<file path="src/verilog/lss_pkg.sv">
package lss_pkg;

  // ==========================================================
  // Bus geometry
  localparam int          ADDR_W = 6;
  localparam int          DATA_W = 32;
  localparam int          CNT_W  = 32;

  // ==========================================================
  // Register byte offsets
  localparam logic [5:0]  OFS_CTRL       = 6'h00;
  localparam logic [5:0]  OFS_ALARM_SNAP = 6'h04;
  localparam logic [5:0]  OFS_FCS_CNT    = 6'h08;
  localparam logic [5:0]  OFS_BAD_CNT    = 6'h0c;
  localparam logic [5:0]  OFS_GOOD_CNT   = 6'h10;
  localparam logic [5:0]  OFS_RXBUF_CNT  = 6'h14;
  localparam logic [5:0]  OFS_IRQ_STAT   = 6'h18;
  localparam logic [5:0]  OFS_IRQ_MASK   = 6'h1c;
  localparam logic [5:0]  OFS_ALARM_LIVE = 6'h20;

  // ==========================================================
  // Alarm bit positions (shared by snapshot, live, irq status and mask)
  localparam int          ALM_W   = 11;
  localparam int          B_RAI   = 0;
  localparam int          B_RLE   = 1;
  localparam int          B_RPA   = 2;
  localparam int          B_LOS   = 3;
  localparam int          B_LOC   = 4;
  localparam int          B_OOF   = 5;
  localparam int          B_LOF   = 6;
  localparam int          B_LOP   = 7;
  localparam int          B_BER   = 8;
  localparam int          B_LFT   = 9;
  localparam int          B_RFT   = 10;
  localparam int          CTRL_WAN_BIT = 0;

  // ==========================================================
  // Reset values
  localparam logic        CTRL_RST     = 1'b0;
  localparam logic [10:0] IRQ_MASK_RST = 11'h000;

  // ==========================================================
  // Frame loss persistence
  localparam int          CLK_KHZ       = 10000;
  localparam int          LOF_TIME_MS   = 3;
  localparam int          LOF_CYCLES_DF = LOF_TIME_MS * CLK_KHZ;

  localparam logic [1:0]  RESP_OKAY   = 2'b00;
  localparam logic [1:0]  RESP_SLVERR = 2'b10;

  typedef enum logic [0:0] {
    LSS_RD_IDLE = 1'b0,
    LSS_RD_RESP = 1'b1
  } lss_rd_state_type;

endpackage

</file>
<file path="src/verilog/lss_link_stats.sv">
// The AXI4-Lite interface to the registers and the register offsets were decided locally.
`timescale 1ns/1ps
// Function
// - Snapshot status bits stay latched from any occurrence until the next read of the snapshot register.
// - Alarm indication only when optics error with lock error or power alarm.
// - Lock error bit follows the transceiver clock recovery failure.
// - Signal loss bit follows framer reporting no or unrecognisable signal.
// - Clock loss bit follows framer missing a valid transceiver clock.
// - Out-of-frame bit set in WAN mode while framer is unlocked.
// - Frame loss set after out-of-frame persists over three milliseconds.
// - Pointer loss bit set in WAN mode while pointers are missing.
// - High error rate bit set whenever excessive bit errors are detected.
// - Local fault bit reports the peer signal is not received correctly.
// - Remote fault bit reports the peer cannot receive our signal.
// - Checksum error counter accumulates since last read, restarts after it.
// - Errored packet counter accumulates since last read, restarts after it.
// - Good packet counter accumulates since last read, restarts after it.
// - Receive buffer error counter accumulates since last read, restarts after it.
// - Out-of-frame and pointer loss bits exist only in WAN mode.
module lss_link_stats
  import lss_pkg::*;
#(
  parameter int LOF_CYCLES = LOF_CYCLES_DF
)
(
  input  wire logic              core_clk,
  input  wire logic              rst_n,
  input  wire logic              optics_rx_error,
  input  wire logic              rx_clock_recovery_fail,
  input  wire logic              rx_low_power_alarm,
  input  wire logic              signal_absent,
  input  wire logic              recovered_clock_absent,
  input  wire logic              framing_unlocked,
  input  wire logic              frame_pointer_missing,
  input  wire logic              high_error_rate,
  input  wire logic              local_fault_flag,
  input  wire logic              remote_fault_flag,
  input  wire logic              pkt_good,
  input  wire logic              pkt_bad,
  input  wire logic              pkt_checksum_error,
  input  wire logic              rx_buffer_error,
  input  wire logic [ADDR_W-1:0] s_axi_awaddr,
  input  wire logic              s_axi_awvalid,
  output logic                   s_axi_awready,
  input  wire logic [DATA_W-1:0] s_axi_wdata,
  input  wire logic [3:0]        s_axi_wstrb,
  input  wire logic              s_axi_wvalid,
  output logic                   s_axi_wready,
  output logic [1:0]             s_axi_bresp,
  output logic                   s_axi_bvalid,
  input  wire logic              s_axi_bready,
  input  wire logic [ADDR_W-1:0] s_axi_araddr,
  input  wire logic              s_axi_arvalid,
  output logic                   s_axi_arready,
  output logic [DATA_W-1:0]      s_axi_rdata,
  output logic [1:0]             s_axi_rresp,
  output logic                   s_axi_rvalid,
  input  wire logic              s_axi_rready,
  output logic                   irq
);

  // ==========================================================
  // Pin synchronisers
  localparam int PIN_N = 10;
  logic [PIN_N-1:0] pin_raw;
  logic [PIN_N-1:0] pin_meta_reg;
  logic [PIN_N-1:0] pin_sync_reg;

  assign pin_raw = {remote_fault_flag, local_fault_flag, high_error_rate, frame_pointer_missing,
                    framing_unlocked, recovered_clock_absent, signal_absent, rx_low_power_alarm,
                    rx_clock_recovery_fail, optics_rx_error};

  always_ff @(posedge core_clk or negedge rst_n)
  begin
    if (!rst_n)
    begin
      pin_meta_reg <= '0;
      pin_sync_reg <= '0;
    end
    else
    begin
      pin_meta_reg <= pin_raw;
      pin_sync_reg <= pin_meta_reg;
    end
  end

  function automatic logic [CNT_W-1:0] sat_inc(input logic [CNT_W-1:0] v, input logic ev);
    sat_inc = (ev && (v != {CNT_W{1'b1}})) ? v + 1'b1 : v;
  endfunction

  // ==========================================================
  // Alarm evaluation, latches, counters
  logic                   wan_mode_reg;
  logic                   wan_mode_next;
  logic [31:0]            oof_timer_reg;
  logic [31:0]            oof_timer_next;
  logic                   lof_reg;
  logic                   lof_next;
  logic [ALM_W-1:0]       alarm_cur;
  logic [ALM_W-1:0]       alarm_latch_reg;
  logic [ALM_W-1:0]       alarm_latch_next;
  logic [ALM_W-1:0]       irq_stat_reg;
  logic [ALM_W-1:0]       irq_stat_next;
  logic [ALM_W-1:0]       irq_mask_reg;
  logic [ALM_W-1:0]       irq_mask_next;
  logic [CNT_W-1:0]       cnt_reg [4];
  logic [CNT_W-1:0]       cnt_next [4];
  logic [CNT_W-1:0]       shadow_reg [4];
  logic [CNT_W-1:0]       shadow_next [4];
  logic [3:0]             cnt_ev;
  logic [3:0]             s_axi_wstrb_q;
  logic [3:0]             wstrb_next;
  logic                   snap_take;
  logic                   wr_do;
  logic [ADDR_W-1:0]      wr_addr;
  logic [DATA_W-1:0]      wr_data;

  assign cnt_ev = {rx_buffer_error, pkt_good, pkt_bad, pkt_checksum_error};

  always_comb
  begin
    alarm_cur        = '0;
    alarm_cur[B_RAI] = pin_sync_reg[0] && (pin_sync_reg[1] || pin_sync_reg[2]);
    alarm_cur[B_RLE] = pin_sync_reg[1];
    alarm_cur[B_RPA] = pin_sync_reg[2];
    alarm_cur[B_LOS] = pin_sync_reg[3];
    alarm_cur[B_LOC] = pin_sync_reg[4];
    alarm_cur[B_OOF] = wan_mode_reg && pin_sync_reg[5];
    alarm_cur[B_LOF] = lof_reg;
    alarm_cur[B_LOP] = wan_mode_reg && pin_sync_reg[6];
    alarm_cur[B_BER] = pin_sync_reg[7];
    alarm_cur[B_LFT] = pin_sync_reg[8];
    alarm_cur[B_RFT] = pin_sync_reg[9];
  end

  always_comb
  begin
    wan_mode_next = wan_mode_reg;
    irq_mask_next = irq_mask_reg;
    irq_stat_next = irq_stat_reg;
    if (wr_do && wr_addr == OFS_CTRL)
      wan_mode_next = wr_data[CTRL_WAN_BIT];
    if (wr_do && wr_addr == OFS_IRQ_MASK)
      irq_mask_next = wr_data[ALM_W-1:0];
    if (wr_do && wr_addr == OFS_IRQ_STAT)
      irq_stat_next = irq_stat_reg & ~wr_data[ALM_W-1:0];
    // Set beats write-one-to-clear
    irq_stat_next = irq_stat_next | alarm_cur;
    // Persistence timer runs on the raw out-of-frame level in both modes
    if (!pin_sync_reg[5])
      oof_timer_next = '0;
    else if (oof_timer_reg <= 32'(LOF_CYCLES))
      oof_timer_next = oof_timer_reg + 32'h0000_0001;
    else
      oof_timer_next = oof_timer_reg;
    lof_next = pin_sync_reg[5] && (oof_timer_reg >= 32'(LOF_CYCLES));
    // Snapshot keeps this cycle's events and restarts the interval
    if (snap_take)
      alarm_latch_next = '0;
    else
      alarm_latch_next = alarm_latch_reg | alarm_cur;
    for (int i = 0; i < 4; i++)
    begin
      if (snap_take)
      begin
        shadow_next[i] = sat_inc(cnt_reg[i], cnt_ev[i]);
        cnt_next[i]    = '0;
      end
      else
      begin
        shadow_next[i] = shadow_reg[i];
        cnt_next[i]    = sat_inc(cnt_reg[i], cnt_ev[i]);
      end
    end
  end

  always_ff @(posedge core_clk or negedge rst_n)
  begin
    if (!rst_n)
    begin
      wan_mode_reg    <= CTRL_RST;
      irq_mask_reg    <= IRQ_MASK_RST;
      irq_stat_reg    <= '0;
      oof_timer_reg   <= '0;
      lof_reg         <= 1'b0;
      alarm_latch_reg <= '0;
      irq             <= 1'b0;
      for (int i = 0; i < 4; i++)
      begin
        cnt_reg[i]    <= '0;
        shadow_reg[i] <= '0;
      end
    end
    else
    begin
      wan_mode_reg    <= wan_mode_next;
      irq_mask_reg    <= irq_mask_next;
      irq_stat_reg    <= irq_stat_next;
      oof_timer_reg   <= oof_timer_next;
      lof_reg         <= lof_next;
      alarm_latch_reg <= alarm_latch_next;
      irq             <= |(irq_stat_next & irq_mask_next);
      for (int i = 0; i < 4; i++)
      begin
        cnt_reg[i]    <= cnt_next[i];
        shadow_reg[i] <= shadow_next[i];
      end
    end
  end

  // ==========================================================
  // AXI4-Lite write channel
  logic              aw_got_reg;
  logic              aw_got_next;
  logic              w_got_reg;
  logic              w_got_next;
  logic [ADDR_W-1:0] awaddr_reg;
  logic [ADDR_W-1:0] awaddr_next;
  logic [DATA_W-1:0] wdata_reg;
  logic [DATA_W-1:0] wdata_next;
  logic              awready_next;
  logic              wready_next;
  logic              bvalid_next;
  logic [1:0]        bresp_next;

  function automatic logic addr_mapped(input logic [ADDR_W-1:0] a);
    addr_mapped = (a[1:0] == 2'b00) && (a <= OFS_ALARM_LIVE);
  endfunction

  assign wr_do   = aw_got_reg && w_got_reg && !s_axi_bvalid && (&s_axi_wstrb_q);
  assign wr_addr = awaddr_reg;
  assign wr_data = wdata_reg;

  always_comb
  begin
    aw_got_next  = aw_got_reg;
    w_got_next   = w_got_reg;
    awaddr_next  = awaddr_reg;
    wdata_next   = wdata_reg;
    wstrb_next   = s_axi_wstrb_q;
    awready_next = s_axi_awready;
    wready_next  = s_axi_wready;
    bvalid_next  = s_axi_bvalid;
    bresp_next   = s_axi_bresp;
    if (s_axi_awvalid && s_axi_awready)
    begin
      aw_got_next  = 1'b1;
      awaddr_next  = s_axi_awaddr;
      awready_next = 1'b0;
    end
    if (s_axi_wvalid && s_axi_wready)
    begin
      w_got_next  = 1'b1;
      wdata_next  = s_axi_wdata;
      wstrb_next  = s_axi_wstrb;
      wready_next = 1'b0;
    end
    if (aw_got_reg && w_got_reg && !s_axi_bvalid)
    begin
      bvalid_next = 1'b1;
      bresp_next  = addr_mapped(awaddr_reg) ? RESP_OKAY : RESP_SLVERR;
      aw_got_next = 1'b0;
      w_got_next  = 1'b0;
    end
    if (s_axi_bvalid && s_axi_bready)
    begin
      bvalid_next  = 1'b0;
      awready_next = 1'b1;
      wready_next  = 1'b1;
    end
  end

  always_ff @(posedge core_clk or negedge rst_n)
  begin
    if (!rst_n)
    begin
      aw_got_reg    <= 1'b0;
      w_got_reg     <= 1'b0;
      awaddr_reg    <= '0;
      wdata_reg     <= '0;
      s_axi_wstrb_q <= '0;
      s_axi_awready <= 1'b1;
      s_axi_wready  <= 1'b1;
      s_axi_bvalid  <= 1'b0;
      s_axi_bresp   <= RESP_OKAY;
    end
    else
    begin
      aw_got_reg    <= aw_got_next;
      w_got_reg     <= w_got_next;
      awaddr_reg    <= awaddr_next;
      wdata_reg     <= wdata_next;
      s_axi_wstrb_q <= wstrb_next;
      s_axi_awready <= awready_next;
      s_axi_wready  <= wready_next;
      s_axi_bvalid  <= bvalid_next;
      s_axi_bresp   <= bresp_next;
    end
  end

  // ==========================================================
  // AXI4-Lite read channel
  lss_rd_state_type  rd_state_reg;
  lss_rd_state_type  rd_state_next;
  logic              arready_next;
  logic              rvalid_next;
  logic [DATA_W-1:0] rdata_next;
  logic [1:0]        rresp_next;
  logic [DATA_W-1:0] rd_word;

  assign snap_take = s_axi_arvalid && s_axi_arready && (s_axi_araddr == OFS_ALARM_SNAP);

  always_comb
  begin
    case (s_axi_araddr)
      OFS_CTRL:       rd_word = {31'h0000_0000, wan_mode_reg};
      OFS_ALARM_SNAP: rd_word = {21'h00_0000, alarm_latch_reg | alarm_cur};
      OFS_FCS_CNT:    rd_word = shadow_reg[0];
      OFS_BAD_CNT:    rd_word = shadow_reg[1];
      OFS_GOOD_CNT:   rd_word = shadow_reg[2];
      OFS_RXBUF_CNT:  rd_word = shadow_reg[3];
      OFS_IRQ_STAT:   rd_word = {21'h00_0000, irq_stat_reg};
      OFS_IRQ_MASK:   rd_word = {21'h00_0000, irq_mask_reg};
      OFS_ALARM_LIVE: rd_word = {21'h00_0000, alarm_cur};
      default:        rd_word = 32'h0000_0000;
    endcase
  end

  always_comb
  begin
    rd_state_next = rd_state_reg;
    arready_next  = s_axi_arready;
    rvalid_next   = s_axi_rvalid;
    rdata_next    = s_axi_rdata;
    rresp_next    = s_axi_rresp;
    case (rd_state_reg)
      LSS_RD_IDLE:
        if (s_axi_arvalid)
        begin
          rd_state_next = LSS_RD_RESP;
          arready_next  = 1'b0;
          rvalid_next   = 1'b1;
          rdata_next    = rd_word;
          rresp_next    = addr_mapped(s_axi_araddr) ? RESP_OKAY : RESP_SLVERR;
        end
      LSS_RD_RESP:
        if (s_axi_rready)
        begin
          rd_state_next = LSS_RD_IDLE;
          arready_next  = 1'b1;
          rvalid_next   = 1'b0;
        end
      default:
        rd_state_next = LSS_RD_IDLE;
    endcase
  end

  always_ff @(posedge core_clk or negedge rst_n)
  begin
    if (!rst_n)
    begin
      rd_state_reg  <= LSS_RD_IDLE;
      s_axi_arready <= 1'b1;
      s_axi_rvalid  <= 1'b0;
      s_axi_rdata   <= '0;
      s_axi_rresp   <= RESP_OKAY;
    end
    else
    begin
      rd_state_reg  <= rd_state_next;
      s_axi_arready <= arready_next;
      s_axi_rvalid  <= rvalid_next;
      s_axi_rdata   <= rdata_next;
      s_axi_rresp   <= rresp_next;
    end
  end
endmodule

</file>
<file path="config.mk">
export PLATFORM = sky130hd
export DESIGN_NAME = lss_link_stats
export DESIGN_NICKNAME = d
export VERILOG_FILES = /design/src/verilog/lss_pkg.sv /design/src/verilog/lss_link_stats.sv
export SDC_FILE = /design/constraint.sdc
export NUM_CORES = 1
export LEC_CHECK = 0
export BUFFER_PORTS_ARGS = -buffer_cell sky130_fd_sc_hd__buf_2
export CAP_MARGIN = 20
export CORE_MARGIN = 2
export CORE_UTILIZATION = 62
export CTS_CLUSTER_DIAMETER = 50
export DETAILED_ROUTE_END_ITERATION = 10
export PLACE_DENSITY = 0.86
export SETUP_SLACK_MARGIN = 0.1
export SYNTH_ARGS = -nofsm -noshare
export SYNTH_HDL_FRONTEND = slang
export SYNTH_SLANG_ARGS = --single-unit
export TNS_END_PERCENT = 100
</file>
<file path="constraint.sdc">
create_clock -name core_clk -period 7 [get_ports core_clk]
set_input_delay 0.7 -clock core_clk [delete_from_list [all_inputs] [get_ports core_clk]]
set_output_delay 0.7 -clock core_clk [all_outputs]
set_load 0.02 [all_outputs]
</file>
==> results.py <==
metrics = {
    "outcome": {
        "status": "complete, no violations",
    },
    "yosys": {
        "ys_seq_elements": 407,
        "yosysWarnings": 0,
        "yosysSeqAreaShare_pct": 56.6,
        "syn-instance-count": 1756,
        "synth_xor_area_share_pct": 5.89,
        "ys_async_sr_fraction_pct": 100,
        "synthMuxAreaShare_pct": 4.71,
        "synth_top_family_by_area": "simple AND/OR/NAND/NOR gates",
        "synth-compound-area-share_pct": 10.3,
        "avgSynthCellArea_um2": 10.3,
        "synthFlopType": "dfrtp_1",
        "yosys.cell_types.count": 62,
        "syn_area_um2": 18000,
        "synth_fa_ha_area_share_pct": 0.417,
        "yosys.area_share.simple_pct": 19.4,
        "synth-edff-count": 0,
    },
    "detailed_routing": {
        "route.top_layer_used": "met4",
        "wl_um": 43200,
        "drc": 0,
        "wl_per_cell_um": 19.4,
        "wl_met2_um": 21000,
        "dr.first_iter.drc_count": 1339,
        "ant_nets": 0,
        "wl_met1_um": 17900,
        "firstDrtPassIters": 6,
        "met3_length_um": 2960,
        "vias_per_cell": 6.17,
        "vias": 13800,
    },
    "floorplan": {
        "die_x_um": 174,
        "ios": 111,
        "core_area_um2": 28600,
        "die_h_um": 174,
        "initial_utilization_pct": 62.9,
        "num_rows": 62,
        "die-area_um2": 30400,
    },
    "clock_network": {
        "clock_latency_ns": 0.55,
        "root_buffer": "clkbuf_16",
        "cts_setup_buffers": 0,
        "clk_pin_slew_worst_paths_ns": 0.06,
        "ctsHoldBuffers": 0,
        "clockBufferDepth": 3,
        "cts_tree": "done",
        "cts.sinks": 407,
        "ctsResizeCount": 0,
        "htree_levels": 2,
        "numCtsBuffers": 44,
    },
    "critical_path": {
        "reg2reg_to": "shadow_reg[87]",
        "r2r-start": "cnt_reg[76]",
        "arrival_ns": 3.44,
        "cp_common_cell": "nand4_1",
        "ff2ff_path_depth": 6,
        "ff2ff_setup_slack_ns": 3.95,
        "path_class": "reg -> reg",
        "critical_path.top_delay_family": "simple AND/OR/NAND/NOR gates",
        "max_stage_delay_ns": 0.82,
        "crit_fanout": 20,
        "path_cells": "nand4_1, nor4_1, nand4_1, nand4_1, xor2_1, o21ai_0",
        "path_buf_inv": 0,
        "cp-end-kind": "register",
        "start_kind": "register",
        "slowest_stage": "nand4_1",
        "crit_required_ns": 7.39,
    },
    "place": {
        "routabilityCongestion": 0.915,
        "dp_hpwl_um": 28300,
        "placedCellCount": 2150,
        "io_buffers": 87,
    },
    "cells_and_area": {
        "nFillCells": 1918,
        "area_delta_synth_final_pct": 12.1,
        "drive_gt1_share_pct": 13.7,
        "antenna_cells": 0,
        "instances_no_fill": 2232,
        "nets": 1891,
        "layout.cells.most_common": "dfrtp_1",
        "layout_common_cells": "dfrtp_1 (404), nand2_1 (256), nor2_1 (204), o21ai_0 (144), buf_2 (87)",
    },
    "power_and_ir_drop": {
        "irDropWorstVdd_v": 0.000227,
        "cellLeakagePower_nw": 9.15,
        "powerDensity_nw_per_um2": 279,
    },
    "timing": {
        "rsz0062_at_grt": "no",
        "relSlewSlack_pct": 34.5,
        "tns_ns": 0,
        "period_needed_ns": 3.05,
        "fmax_ghz": 0.328,
        "setup_violations": 0,
        "clock_skew_ns": 0.0199,
        "min_period_over_period_pct": 43.6,
        "slew_violations": 0,
        "hold_viol_final": 0,
        "worstMarginPinSlew_ns": 0.982,
    },
    "global_routing": {
        "grt_pass1_wl_um": 69600,
        "gr-total-overflow": 0,
        "grt_max_degree": 255,
        "grt_antenna_before_repair": 0,
        "grt_pass1_vias": 13600,
        "track_usage_pct": 28.5,
    },
    "min_path": {
        "min_path_type": "in -> async",
    },
    "job": {
        "cap_viol_max_count": 0,
    },
}
==> how the worst max path moves through the flow <==
stage | from | end | slack (ns) | cells past startpoint
5_1_grt | cnt_reg[76] | shadow_reg[87] | 3.55 | 6
2_1_floorplan | s_axi_bvalid | irq | 4.46 | 7
3_5_place_dp | s_axi_araddr[3] | s_axi_rdata[18] | 3.56 | 7
3_3_place_gp | s_axi_araddr[2] | shadow_reg[33] | 3.62 | 7
6_report | cnt_reg[76] | shadow_reg[87] | 3.95 | 6
4_1_cts | cnt_reg[76] | shadow_reg[65] | 3.98 | 6
==> cells by family after synthesis <==
| logic type | after synthesis |
|---|---|
| AOI/OAI and AO/OA | 284 |
| muxes | 67 |
| other | 1 |
| buffers and inverters | 122 |
| DFF | 407 |
| xor gates and xnor gates | 121 |
| adders and majority gates | 6 |
| and+or+nand+nor | 748 |
==> synth_stat cells, types with 3 or more instances <==
library cell	instances	area share (%)
nor3_1	37	1.0
a21oi_1	15	0.42
ha_1	6	0.42
a211oi_1	4	0.17
xnor2_1	64	3.1
nand2_1	256	5.3
nand4b_1	4	0.19
nand3_1	56	1.6
and4_1	8	0.39
o21ai_0	144	4.0
a31o_2	9	0.44
nor4b_1	6	0.29
nor2_1	204	4.3
nand4_1	61	2.1
xor2_1	57	2.8
dfstp_2	3	0.44
nor4_1	21	0.73
and2_1	24	0.83
and3_1	31	1.1
mux4_2	9	1.1
o21ai_1	4	0.11
a21o_1	3	0.13
or2_2	7	0.24
mux2_2	39	2.4
a222oi_1	21	1.2
or4_1	5	0.21
mux2i_1	15	0.83
inv_1	30	0.63
a21boi_0	6	0.25
o211ai_1	4	0.17
nor3b_1	5	0.21
dfrtp_1	404	56
nand2b_1	10	0.35
mux2_4	3	0.25
a22oi_1	17	0.71
a31oi_1	4	0.14
a22o_1	37	1.8
or3_1	6	0.21
a32oi_1	3	0.15
clkbuf_1	87	1.8
==> report_power, final <==
part	leakage [nW]	internal, mW	switching, mW
registers	5.40	2.57	0.217
logic	3.05	0.236	0.342
clock network	0.695	1.30	0.962
==> layer usage <==
metal,up-vias,global-route usage [%]
met5,-,0
met4,0,9.66
met3,118,4.64
met2,553,47.0
met1,6846,38.9
li1,6255,-
==> stage by stage <==
step / setup slack (ns) / util (%) / power (mW) / instance area, um2 / hold slack [ns]
floorplan: 4.46 / - / 3.12 / 18000 / 0.331
global placement: 3.62 / 65.4 / 3.31 / 18700 / 0.333
detailed placement: 3.56 / 65.4 / 3.36 / 18700 / 0.335
CTS: 3.98 / 70.4 / 5.62 / 20100 / 0.146
global route: 3.55 / 70.5 / 5.82 / 20200 / 0.185
finish: 3.95 / 70.5 / 5.62 / 20200 / 0.146
==> area by class of cell <==
type / instances / area, um2 / share of cell area [%]
Multi-Input combinational cell: 1228 / 7370 / 36.5
Sequential cell: 407 / 10200 / 50.5
Timing Repair Buffer: 105 / 601 / 2.98
Clock inverter: 19 / 186 / 0.924
Inverter: 30 / 113 / 0.558
Tap cell: 384 / 480 / 2.38
Clock buffer: 59 / 1240 / 6.13
Power figures use the tool's default switching activity.
